### config.mk
export PLATFORM = sky130hd
export DESIGN_NAME = sicc_ctrl
export DESIGN_NICKNAME = d
export VERILOG_FILES = /design/src/sicc_pkg.sv /design/src/sicc_ctrl.sv /design/src/sicc_tests.sv
export SDC_FILE = /design/constraint.sdc
export NUM_CORES = 1
export LEC_CHECK = 0
export ABC_AREA = 1
export BUFFER_PORTS_ARGS = -buffer_cell sky130_fd_sc_hd__buf_2
export CAP_MARGIN = 20
export CORE_UTILIZATION = 40
export DETAILED_ROUTE_END_ITERATION = 7
export GPL_ROUTABILITY_DRIVEN = 0
export PLACE_DENSITY = 0.7
export SYNTH_ARGS = -nofsm -noshare
export SYNTH_HDL_FRONTEND = slang
export SYNTH_SLANG_ARGS = --single-unit
export TNS_END_PERCENT = 100
### constraint.sdc
create_clock -name core_clk -period 2.5 [get_ports core_clk]
set_input_delay 0 -clock core_clk [delete_from_list [all_inputs] [get_ports core_clk]]
set_output_delay 0 -clock core_clk [all_outputs]
set_load 0.01 [all_outputs]
### src/sicc_pkg.sv
// shared constants for the split interrupt complete-split control block
package sicc_pkg;
	localparam int UFRAMES = 8;
	localparam int FRIDX_W = 14;
	localparam int STAMP_W = 5;
	// low field value on phase entry that rolls the stamp
	localparam logic [2:0] ENTRY_ROLL_UF = 3'h6;
	// low field value while staying that rolls the stamp
	localparam logic [2:0] STAY_ROLL_UF = 3'h7;
	// apb register offsets
	localparam logic [7:0] OFF_CTRL = 8'h00;
	localparam logic [7:0] OFF_STATUS = 8'h04;
	localparam logic [7:0] OFF_LAST = 8'h08;
	localparam logic [7:0] OFF_COUNT = 8'h0C;
	// ctrl field positions
	localparam int CTRL_EN = 0;
	localparam int CTRL_RECOV_APPLY = 1;
	localparam logic [31:0] CTRL_RESET = 32'h0000_0001;
	typedef enum logic [2:0] {
		SICC_ACT_NONE,
		SICC_ACT_IGNORE,
		SICC_ACT_HALT,
		SICC_ACT_RETRY_SS,
		SICC_ACT_EXEC_CS,
		SICC_ACT_INACTIVATE,
		SICC_ACT_DEFER
	} sicc_action_e;
endpackage : sicc_pkg

### src/sicc_ctrl.sv
// decision and stamp logic for interrupt complete-split queue head visits
module sicc_ctrl #(
	parameter int UF = sicc_pkg::UFRAMES,
	parameter int FW = sicc_pkg::FRIDX_W,
	parameter int SW = sicc_pkg::STAMP_W
) (
	input wire logic core_clk,
	input wire logic reset,
	// apb slave
	input wire logic psel,
	input wire logic penable,
	input wire logic pwrite,
	input wire logic [7:0] paddr,
	input wire logic [31:0] pwdata,
	output logic [31:0] prdata,
	output logic pready,
	output logic pslverr,
	// frame index counter from the host controller
	input wire logic [FW-1:0] frame_index_counter,
	input wire logic recovery_mode,
	// queue head visit presented by the schedule walker
	input wire logic visit,
	input wire logic phase_entry,
	input wire logic in_complete_phase,
	input wire logic token_direction,
	input wire logic qh_active,
	input wire logic qh_halted,
	input wire logic qh_inactivate,
	input wire logic [UF-1:0] smask,
	input wire logic [UF-1:0] cmask,
	input wire logic [UF-1:0] cprog,
	input wire logic [SW-1:0] hframe_stamp,
	// decision for the walker
	output logic done,
	output logic [2:0] action,
	output logic clear_active,
	output logic set_halted,
	output logic set_missed_uframe,
	output logic issue_start_split,
	output logic issue_complete_split,
	output logic [UF-1:0] next_cprog,
	output logic stamp_write,
	output logic [SW-1:0] next_hframe_stamp,
	output logic advance_queue
);
	logic [31:0] ctrl;
	logic [UF-1:0] current_uframe_onehot;
	logic [SW-1:0] index_hframe;
	logic test_a;
	logic test_b;
	logic test_c;
	logic test_d;
	logic raw_start_due;
	logic enabled;
	logic recov_apply;
	sicc_pkg::sicc_action_e next_action;
	logic [2:0] last_action;
	logic [15:0] miss_count;
	logic apb_wr;

	assign index_hframe = frame_index_counter[7:3];
	assign current_uframe_onehot = UF'(1) << frame_index_counter[2:0];
	assign enabled = ctrl[sicc_pkg::CTRL_EN];
	assign recov_apply = ctrl[sicc_pkg::CTRL_RECOV_APPLY];
	assign raw_start_due = |(current_uframe_onehot & smask);

	sicc_tests #(
		.UF(UF),
		.SW(SW)
	) u_tests (
		.current_uframe_onehot(current_uframe_onehot),
		.cmask(cmask),
		.smask(smask),
		.cprog(cprog),
		.hframe_stamp(hframe_stamp),
		.index_hframe(index_hframe),
		.recovery_mode(recovery_mode),
		.test_a(test_a),
		.test_b(test_b),
		.test_c(test_c),
		.test_d(test_d)
	);

	// decision table
	always_comb begin
		next_action = sicc_pkg::SICC_ACT_NONE;
		if (!enabled) begin
			next_action = sicc_pkg::SICC_ACT_NONE;
		end else if (qh_inactivate && !qh_active) begin
			next_action = sicc_pkg::SICC_ACT_NONE;
		end else if (qh_halted || !qh_active) begin
			next_action = sicc_pkg::SICC_ACT_NONE;
		end else if (qh_inactivate && !in_complete_phase) begin
			next_action = sicc_pkg::SICC_ACT_INACTIVATE;
		end else if (!in_complete_phase) begin
			if (raw_start_due && !recovery_mode) begin
				next_action = sicc_pkg::SICC_ACT_RETRY_SS;
			end else begin
				next_action = sicc_pkg::SICC_ACT_IGNORE;
			end
		end else if (recovery_mode && !recov_apply) begin
			next_action = sicc_pkg::SICC_ACT_DEFER;
		end else if (!test_a && !test_d) begin
			next_action = sicc_pkg::SICC_ACT_IGNORE;
		end else if (test_d || !test_c || !test_b) begin
			next_action = token_direction ? sicc_pkg::SICC_ACT_HALT
				: sicc_pkg::SICC_ACT_RETRY_SS;
		end else begin
			next_action = sicc_pkg::SICC_ACT_EXEC_CS;
		end
	end

	// outputs registered one cycle after the visit
	always_ff @(posedge core_clk or posedge reset) begin
		if (reset) begin
			done <= 1'b0;
			action <= 3'h0;
			clear_active <= 1'b0;
			set_halted <= 1'b0;
			set_missed_uframe <= 1'b0;
			issue_start_split <= 1'b0;
			issue_complete_split <= 1'b0;
			next_cprog <= '0;
			advance_queue <= 1'b0;
		end else begin
			done <= visit;
			action <= visit ? next_action : sicc_pkg::SICC_ACT_NONE;
			clear_active <= visit && (next_action == sicc_pkg::SICC_ACT_INACTIVATE
				|| next_action == sicc_pkg::SICC_ACT_HALT);
			set_halted <= visit && next_action == sicc_pkg::SICC_ACT_HALT;
			// retry in complete phase is a miss; in start phase it is the normal start
			set_missed_uframe <= visit && in_complete_phase
				&& (next_action == sicc_pkg::SICC_ACT_HALT
				|| next_action == sicc_pkg::SICC_ACT_RETRY_SS);
			// start-split only from the start phase and never in recovery mode
			issue_start_split <= visit && !in_complete_phase && !recovery_mode
				&& next_action == sicc_pkg::SICC_ACT_RETRY_SS;
			issue_complete_split <= visit && next_action == sicc_pkg::SICC_ACT_EXEC_CS;
			next_cprog <= (visit && next_action == sicc_pkg::SICC_ACT_EXEC_CS)
				? (cprog | current_uframe_onehot) : cprog;
			advance_queue <= visit && next_action == sicc_pkg::SICC_ACT_EXEC_CS;
		end
	end

	// stamp maintenance on phase entry or stay
	always_ff @(posedge core_clk or posedge reset) begin
		if (reset) begin
			stamp_write <= 1'b0;
			next_hframe_stamp <= '0;
		end else begin
			stamp_write <= visit && (phase_entry || in_complete_phase);
			if (visit && phase_entry && frame_index_counter[2:0] == sicc_pkg::ENTRY_ROLL_UF) begin
				next_hframe_stamp <= index_hframe + SW'(1);
			end else if (visit && !phase_entry && in_complete_phase
				&& frame_index_counter[2:0] == sicc_pkg::STAY_ROLL_UF) begin
				next_hframe_stamp <= index_hframe + SW'(1);
			end else if (visit) begin
				next_hframe_stamp <= index_hframe;
			end
		end
	end

	// apb slave, zero wait states
	assign pready = 1'b1;
	assign pslverr = 1'b0;
	assign apb_wr = psel && penable && pwrite;

	always_ff @(posedge core_clk or posedge reset) begin
		if (reset) begin
			ctrl <= sicc_pkg::CTRL_RESET;
		end else if (apb_wr && paddr == sicc_pkg::OFF_CTRL) begin
			ctrl <= {30'h0, pwdata[1:0]};
		end
	end

	always_ff @(posedge core_clk or posedge reset) begin
		if (reset) begin
			last_action <= 3'h0;
		end else if (visit) begin
			last_action <= next_action;
		end
	end

	// missed micro-frame counter; write clears, a miss in the same cycle wins
	always_ff @(posedge core_clk or posedge reset) begin
		if (reset) begin
			miss_count <= 16'h0000;
		end else if (set_missed_uframe) begin
			miss_count <= miss_count + 16'h0001;
		end else if (apb_wr && paddr == sicc_pkg::OFF_COUNT) begin
			miss_count <= 16'h0000;
		end
	end

	always_ff @(posedge core_clk or posedge reset) begin
		if (reset) begin
			prdata <= 32'h0000_0000;
		end else if (psel && !penable && !pwrite) begin
			case (paddr)
				sicc_pkg::OFF_CTRL: prdata <= ctrl;
				sicc_pkg::OFF_STATUS: prdata <= {26'h0, recovery_mode, test_d, test_c,
					test_b, test_a, enabled};
				sicc_pkg::OFF_LAST: prdata <= {29'h0, last_action};
				sicc_pkg::OFF_COUNT: prdata <= {16'h0, miss_count};
				default: prdata <= 32'h0000_0000;
			endcase
		end
	end

	a_ignore_quiet: assert property (@(posedge core_clk) disable iff (reset)
		visit && enabled && qh_active && !qh_halted && in_complete_phase && !recovery_mode
		&& !test_a && !test_d |=> action == sicc_pkg::SICC_ACT_IGNORE
		&& !clear_active && !issue_complete_split)
		else $error("ignore case took action");
	a_miss_in_halt: assert property (@(posedge core_clk) disable iff (reset)
		visit && enabled && qh_active && !qh_halted && !qh_inactivate && in_complete_phase
		&& !recovery_mode && test_a && !test_c && token_direction
		|=> set_halted && set_missed_uframe)
		else $error("missed progress did not halt IN");
	a_tag_retry_out: assert property (@(posedge core_clk) disable iff (reset)
		visit && enabled && qh_active && !qh_halted && !qh_inactivate && in_complete_phase
		&& !recovery_mode && test_a && test_c && !test_b && !token_direction
		|=> action == sicc_pkg::SICC_ACT_RETRY_SS && set_missed_uframe && !set_halted)
		else $error("stamp miss did not retry OUT");
	a_exec_cs: assert property (@(posedge core_clk) disable iff (reset)
		issue_complete_split |-> $past(test_a) && $past(test_b) && $past(test_c)
		&& !$past(test_d))
		else $error("complete-split without passing tests");
	a_d_miss: assert property (@(posedge core_clk) disable iff (reset)
		visit && enabled && qh_active && !qh_halted && !qh_inactivate && in_complete_phase
		&& !recovery_mode && test_d |=> set_missed_uframe)
		else $error("test D did not flag miss");
	a_no_recov_ss: assert property (@(posedge core_clk) disable iff (reset)
		issue_start_split |-> !$past(recovery_mode))
		else $error("start-split in recovery mode");
	a_stamp_entry: assert property (@(posedge core_clk) disable iff (reset)
		visit && phase_entry && frame_index_counter[2:0] == 3'h6
		|=> next_hframe_stamp == $past(frame_index_counter[7:3]) + 5'h01)
		else $error("entry stamp not incremented");
	a_stamp_stay: assert property (@(posedge core_clk) disable iff (reset)
		visit && !phase_entry && in_complete_phase && frame_index_counter[2:0] == 3'h3
		|=> next_hframe_stamp == $past(frame_index_counter[7:3]))
		else $error("stay stamp wrong");
	a_inact_clear: assert property (@(posedge core_clk) disable iff (reset)
		visit && enabled && qh_inactivate && qh_active && !qh_halted && !in_complete_phase
		|=> clear_active && !issue_start_split)
		else $error("inactivate did not clear Active");
	a_halted_idle: assert property (@(posedge core_clk) disable iff (reset)
		visit && (qh_halted || (qh_inactivate && !qh_active))
		|=> !advance_queue && !clear_active && !issue_start_split)
		else $error("halted or inactive queue head advanced");
endmodule : sicc_ctrl

### src/sicc_tests.sv
// combinational scheduling tests A, B, C and D for one queue head
module sicc_tests #(
	parameter int UF = 8,
	parameter int SW = 5
) (
	input wire logic [UF-1:0] current_uframe_onehot,
	input wire logic [UF-1:0] cmask,
	input wire logic [UF-1:0] smask,
	input wire logic [UF-1:0] cprog,
	input wire logic [SW-1:0] hframe_stamp,
	input wire logic [SW-1:0] index_hframe,
	input wire logic recovery_mode,
	output logic test_a,
	output logic test_b,
	output logic test_c,
	output logic test_d
);
	logic [UF-1:0] prev_bit;
	assign prev_bit = {current_uframe_onehot[0], current_uframe_onehot[UF-1:1]};
	assign test_a = |(current_uframe_onehot & cmask);
	assign test_b = (hframe_stamp == index_hframe);
	// fails if previous slot scheduled but not done, or current slot already done
	assign test_c = !(|(prev_bit & cmask) && !(|(prev_bit & cprog)))
		&& !(|(current_uframe_onehot & cprog));
	assign test_d = |(current_uframe_onehot & smask) && !recovery_mode;
endmodule : sicc_tests

==> After elaboration in Yosys (flattened, before gate mapping) <==
Cells that the tools add are included.
{ "classes": {"n_reduce_logical": 55, "div_mod_pow": 0, "eq_ne": 10, "add_sub_neg": 2, "mul": 0, "magnitude_cmp": 0, "bitwise": 6, "shifts": 1, "n_mux": 18} }
{ "ops": {"columns": ["cell", "count"], "rows": [
  ["one-hot mux 16 bit (4 select lines)", 1],
  ["AND 8 bit", 5],
  ["OR reduction 8 bit", 5],
  ["2-to-1 mux 16 bit", 2],
  ["logical AND 1 bit", 27],
  ["2-to-1 mux 3 bit", 9],
  ["adder 16 x 1 -> 16 bit (second input constant)", 1],
  ["== test 8 x 4 -> 1 bit (second input constant)", 2],
  ["2-to-1 mux 5 bit", 3],
  ["logical NOT 1 bit", 14],
  ["== test 3 bit (second input constant)", 4],
  ["== test 8 x 3 -> 1 bit (second input constant)", 1],
  ["logical NOT 8 bit", 1],
  ["2-to-1 mux 8 bit", 1],
  ["bitwise OR 8 bit", 1],
  ["left shift 1 x 3 -> 8 bit (first input constant)", 1],
  ["== test 3 x 2 -> 1 bit (second input constant)", 2],
  ["logical OR 1 bit", 6],
  ["adder 5 x 1 -> 5 bit (second input constant)", 1],
  ["== test 5 bit", 1],
  ["nonzero test 3 bit", 1],
  ["2-to-1 mux 2 bit", 1],
  ["nonzero test 2 bit", 1],
  ["2-to-1 mux 1 bit", 1]
]} }
{ "word_totals": {"mem_bits_ro": 0, "latch_bits": 0, "out_inout_bits": 58, "n_memories": 0, "register_bits": 76, "ramBits": 0} }

==> Depth between registers and ports, before layout <==
{ "depth": {"depth_word": 21, "ltp_mapped": 18, "depth_no_buf": 17} }

==> Hierarchy <==
Synthesis repeated with hierarchy kept, for this count alone.
{ "hier_totals": {"cells_unflattened": 480, "hier_area_um2": 3626.0} }
{ "by_module_without_submodules": {"columns": ["mod", "n_inst", "area_each_um2", "seq_area_each_um2", "cells_each"], "rows": [
  ["sicc_ctrl", 1, 3278.1, 1502.7, 401],
  ["sicc_tests", 1, 347.8, 0.0, 79]
]} }

==> Worst setup path after synthesis <==
OpenSTA, ideal clock, no wires.
{ "synth_path": {"path_kind": "register to register", "startpoint": "register miss_count[1]", "endpoint": "register miss_count[12]", "n_path_buf": 0, "arrival_ps": 1597, "period_less_slack_ps": 1676, "required_ps": 2421, "path_stages_with_launch": 9, "setup_time_ps": 79, "setup_slack_ps": 824, "cell_sequence": "dfrtp_1 ha_1 nand4_1 nor2_1 nand2_1 nor3_1 nand3_1 nor2_1 mux2i_1"} }
{ "synth_between": {"elab_chain_cells": 2} }
{ "synth_rtl": {"columns": ["element", "line_no", "source"], "rows": [
  ["from (decl)", "sicc_ctrl.sv:58", "logic [15:0] miss_count;"],
  ["from (signal assigned)", "sicc_ctrl.sv:189", "miss_count <= miss_count + 16'h0001;"],
  ["adder 16 x 1 -> 16 bit", "sicc_ctrl.sv:189", null],
  ["2-to-1 mux 16 bit", "sicc_ctrl.sv:188", "end else if (set_missed_uframe) begin"]
]} }
No other way between the ends.
A chain may end at the register's enable or synchronous reset.

==> Worst setup path after layout <==
{ "layout_path": {"startpoint": "register miss_count[2]", "endpoint": "register miss_count[13]"} }
The elaborated chain is that of the path after synthesis.

==> metrics.yaml <==
grt_max_degree: 51
drc: 0
fmax_ghz: 0.513
first_iter_violations: 191
hpwl_mm: 6.41
crit_start: "miss_count[2]"
dr.pass1.iters: 4
htree_levels: 3
synth_compound_area_share_pct: 9.16
rsz0062_at_grt: "false"
fp.dieW_um: 96.0
crit_cells: 10
routed_wl_mm: 8.64
areaGrowthSynthToFinish_pct: 24.9
clockPowerShare_pct: 37.3
crit_fanout: 5
power.leakage_nw: 2.49
final_nets: 685
core_um2: 8380
rrSetupSlack_ns: 0.55
num_vias: 3462
clock_latency_ns: 0.35
fp.dieH_um: 96.0
final-setup-viol-count: 0
ys.warnings.count: 0
end_kind: "flip-flop"
place_inst: 662
cts-root-buf: "clkbuf_8"
post_dp_cell_area_um2: 4010
fin_cells: 697
crit_end: "miss_count[13]"
crit_required_ns: 2.77
final.period_utilization_pct: 78.0
antenna_found_initial: 0
drt-wirelength-per-cell_um: 12.4
synth_cell_type_count: 41
cts_resized: 0
path_common_cell: "nor2_1"
path_buf_inv: 0
p_comb_share_pct: 17.8
synth_cells: 468
synth_fa_ha_area_share_pct: 0.708
drive_gt1_share_pct: 24.0
via_per_inst: 4.97
r2r-start: "miss_count[2]"
maxCapViolCount: 0
synth-seq-cells: 60
p_per_area_nw_per_um2: 557
grt_first_pass_wirelength_mm: 14.1
synth_xor_area_share_pct: 1.24
avgSynthCellArea_um2: 7.56
layout_min_cycle_time_ns: 1.95
antenna_cells: 0
syn-cell-area_um2: 3540
clkSinkCount: 60
yosysSeqAreaShare_pct: 42.5
drtAntennaViolNets: 0
switchingPower_w: 0.000751
fp-row-count: 33
max-slew-margin-rel_pct: 64.7
crit_arrival_ns: 2.22
start_util_pct: 42.2
synthMuxAreaShare_pct: 0.885
critical-path-top-delay-family: "simple AND/OR/NAND/NOR gates"
die_area_um2: 9220
grt_usage_pct: 20.1
design_area_um2: 4420
cts_tree: "done"
status: "complete, no violations"
setup_tns_ns: 0
clk_pin_slew_ns: 0.08
crit_chain: "nand3_1 > nor2_1 > nand3_1 > nor2_1 > nand4_1 > nor2_1 > nand2_1 > nor2_1 > nand2_1 > a32oi_1"
rr_endpoint: "miss_count[13]"
worstHoldPathType: "in -> reg"
port_buffers: 99
cts_buffer_depth: 2
finClkSkew_ns: 0.0111
worst_pin_slew_ns: 0.525
synth_top_family_by_area: "simple AND/OR/NAND/NOR gates"
swShare_pct: 30.5
grt_pass1_vias: 3129
critical_path_class: "reg -> reg"
pwr-share-seq_pct: 44.8
rr_worst_depth: 10
overflow: 0
cts_buffers: 9
worstSetupStartpointType: "flip-flop"
yosys.area_share.simple_pct: 31.1
critPathMaxStageDelay_ns: 0.41
peakVddDrop_mv: 0.390
ioPinCount: 154
final_util_pct: 52.7
drv_slew: 0
finalHoldViolations: 0
crit_slowest_cell: "dfrtp_1"
intPower_w: 0.00171
==> cell type report <==
cell class | count | area (um2)
fill | 807 | 3970
multi-input combinational | 327 | 1590
tap | 105 | 131
clock buffer | 10 | 138
inverter | 67 | 256
sequential | 60 | 1500
clock inverter | 6 | 70.1
timing repair buffer | 122 | 726
==> how the worst min path moves through the flow <==
stage               cells past startpoint     start  endpoint
global route                            4  paddr[2]   ctrl[0]
finish                                  4  paddr[2]   ctrl[0]
floorplan                               0     visit      done
detailed placement                      1     visit      done
global placement                        1     visit      done
CTS                                     4  paddr[3]   ctrl[0]
==> tightest hold or removal path: stages <==
cell and delay, ns:
buf_2 0.10, nor4_1 0.08, nand2_1 0.11, a21oi_1 0.07
==> sequential cells by signal, summed over array words and instances, names as in the netlist, 2 cells and up <==
name / flops
next_hframe_stamp: 5
last_action: 3
miss_count: 16
action: 3
prdata: 16
next_cprog: 8
ctrl: 2
==> power by group through the flow <==
stage | clock, W | sequential [W] | combinational [W]
floorplan | 0 | 0.00112 | 0.000296
global placement | 0 | 0.00112 | 0.000402
detailed placement | 0 | 0.00112 | 0.000414
CTS | 0.000939 | 0.00110 | 0.000435
global route | 0.000996 | 0.00111 | 0.000501
finish | 0.000919 | 0.00110 | 0.000439
==> metrics by stage <==
stage	total power, W	setup slack, ns	hold slack, ns
2_1_floorplan	0.00142	0.824	0.0314
3_3_place_gp	0.00152	0.560	0.210
3_5_place_dp	0.00153	0.512	0.208
4_1_cts	0.00248	0.567	0.00580
5_1_grt	0.00261	0.300	0.0335
6_report	0.00246	0.550	0.0194
==> cell usage after synthesis (all sizes together) <==
| master | count | area (um2) |
|---|---|---|
| a21boi | 2 | 15.0 |
| a21oi | 13 | 68.8 |
| a221oi | 1 | 8.76 |
| a22oi | 1 | 7.51 |
| a31oi | 1 | 6.26 |
| a32oi | 1 | 8.76 |
| and3 | 1 | 6.26 |
| buf | 27 | 233 |
| clkbuf | 3 | 11.3 |
| clkinv | 2 | 7.51 |
| conb | 2 | 7.51 |
| dfrtp | 59 | 1480 |
| dfstp | 1 | 26.3 |
| ha | 2 | 25.0 |
| inv | 65 | 249 |
| mux2 | 1 | 11.3 |
| mux2i | 2 | 20.0 |
| nand2 | 133 | 512 |
| nand3 | 32 | 170 |
| nand3b | 2 | 15.0 |
| nand4 | 19 | 119 |
| nor2 | 40 | 168 |
| nor3 | 11 | 86.3 |
| nor4 | 4 | 25.0 |
| o2111ai | 1 | 8.76 |
| o21ai | 30 | 150 |
| o21bai | 1 | 11.3 |
| o22ai | 5 | 31.3 |
| o31ai | 1 | 7.51 |
| xnor2 | 2 | 17.5 |
| xor2 | 3 | 26.3 |
==> placed cells by master, fill, tap and decap left out, types with 3 or more instances in the layout <==
cell type / count
o21ai_1: 4
buf_2: 99
buf_4: 4
dfrtp_1: 59
xor2_1: 3
nand3_1: 30
inv_1: 62
a21oi_1: 12
nor3_1: 6
o22ai_1: 5
clkbuf_8: 10
nand4_1: 19
conb_1: 18
nor3_2: 4
dlygate4sd3_1: 18
nand2_1: 128
nor4_1: 4
o21ai_0: 26
nand2_2: 5
nor2_1: 37
==> cell families after synthesis <==
group,after synthesis
and+or+nand+nor,242
buffers and inverters,97
DFF,60
AOI/OAI and AO/OA,57
xor gates and xnor gates,5
muxes,3
adders and majority gates,2
other,2
==> timing repair <==
action,4_1_cts,5_1_grt
endpoints found under the hold margin,64,0
setup buffers,0,0
hold buffers,18,0
==> routing by layer <==
layer	up-vias	GRT usage (%)	wire length (um)
li1	1720	-	-
met4	0	5.72	159
met2	136	33.3	4130
met3	21	6.79	636
met5	-	0	0
met1	1585	24.8	3720
(Power assumes the default switching activity.)
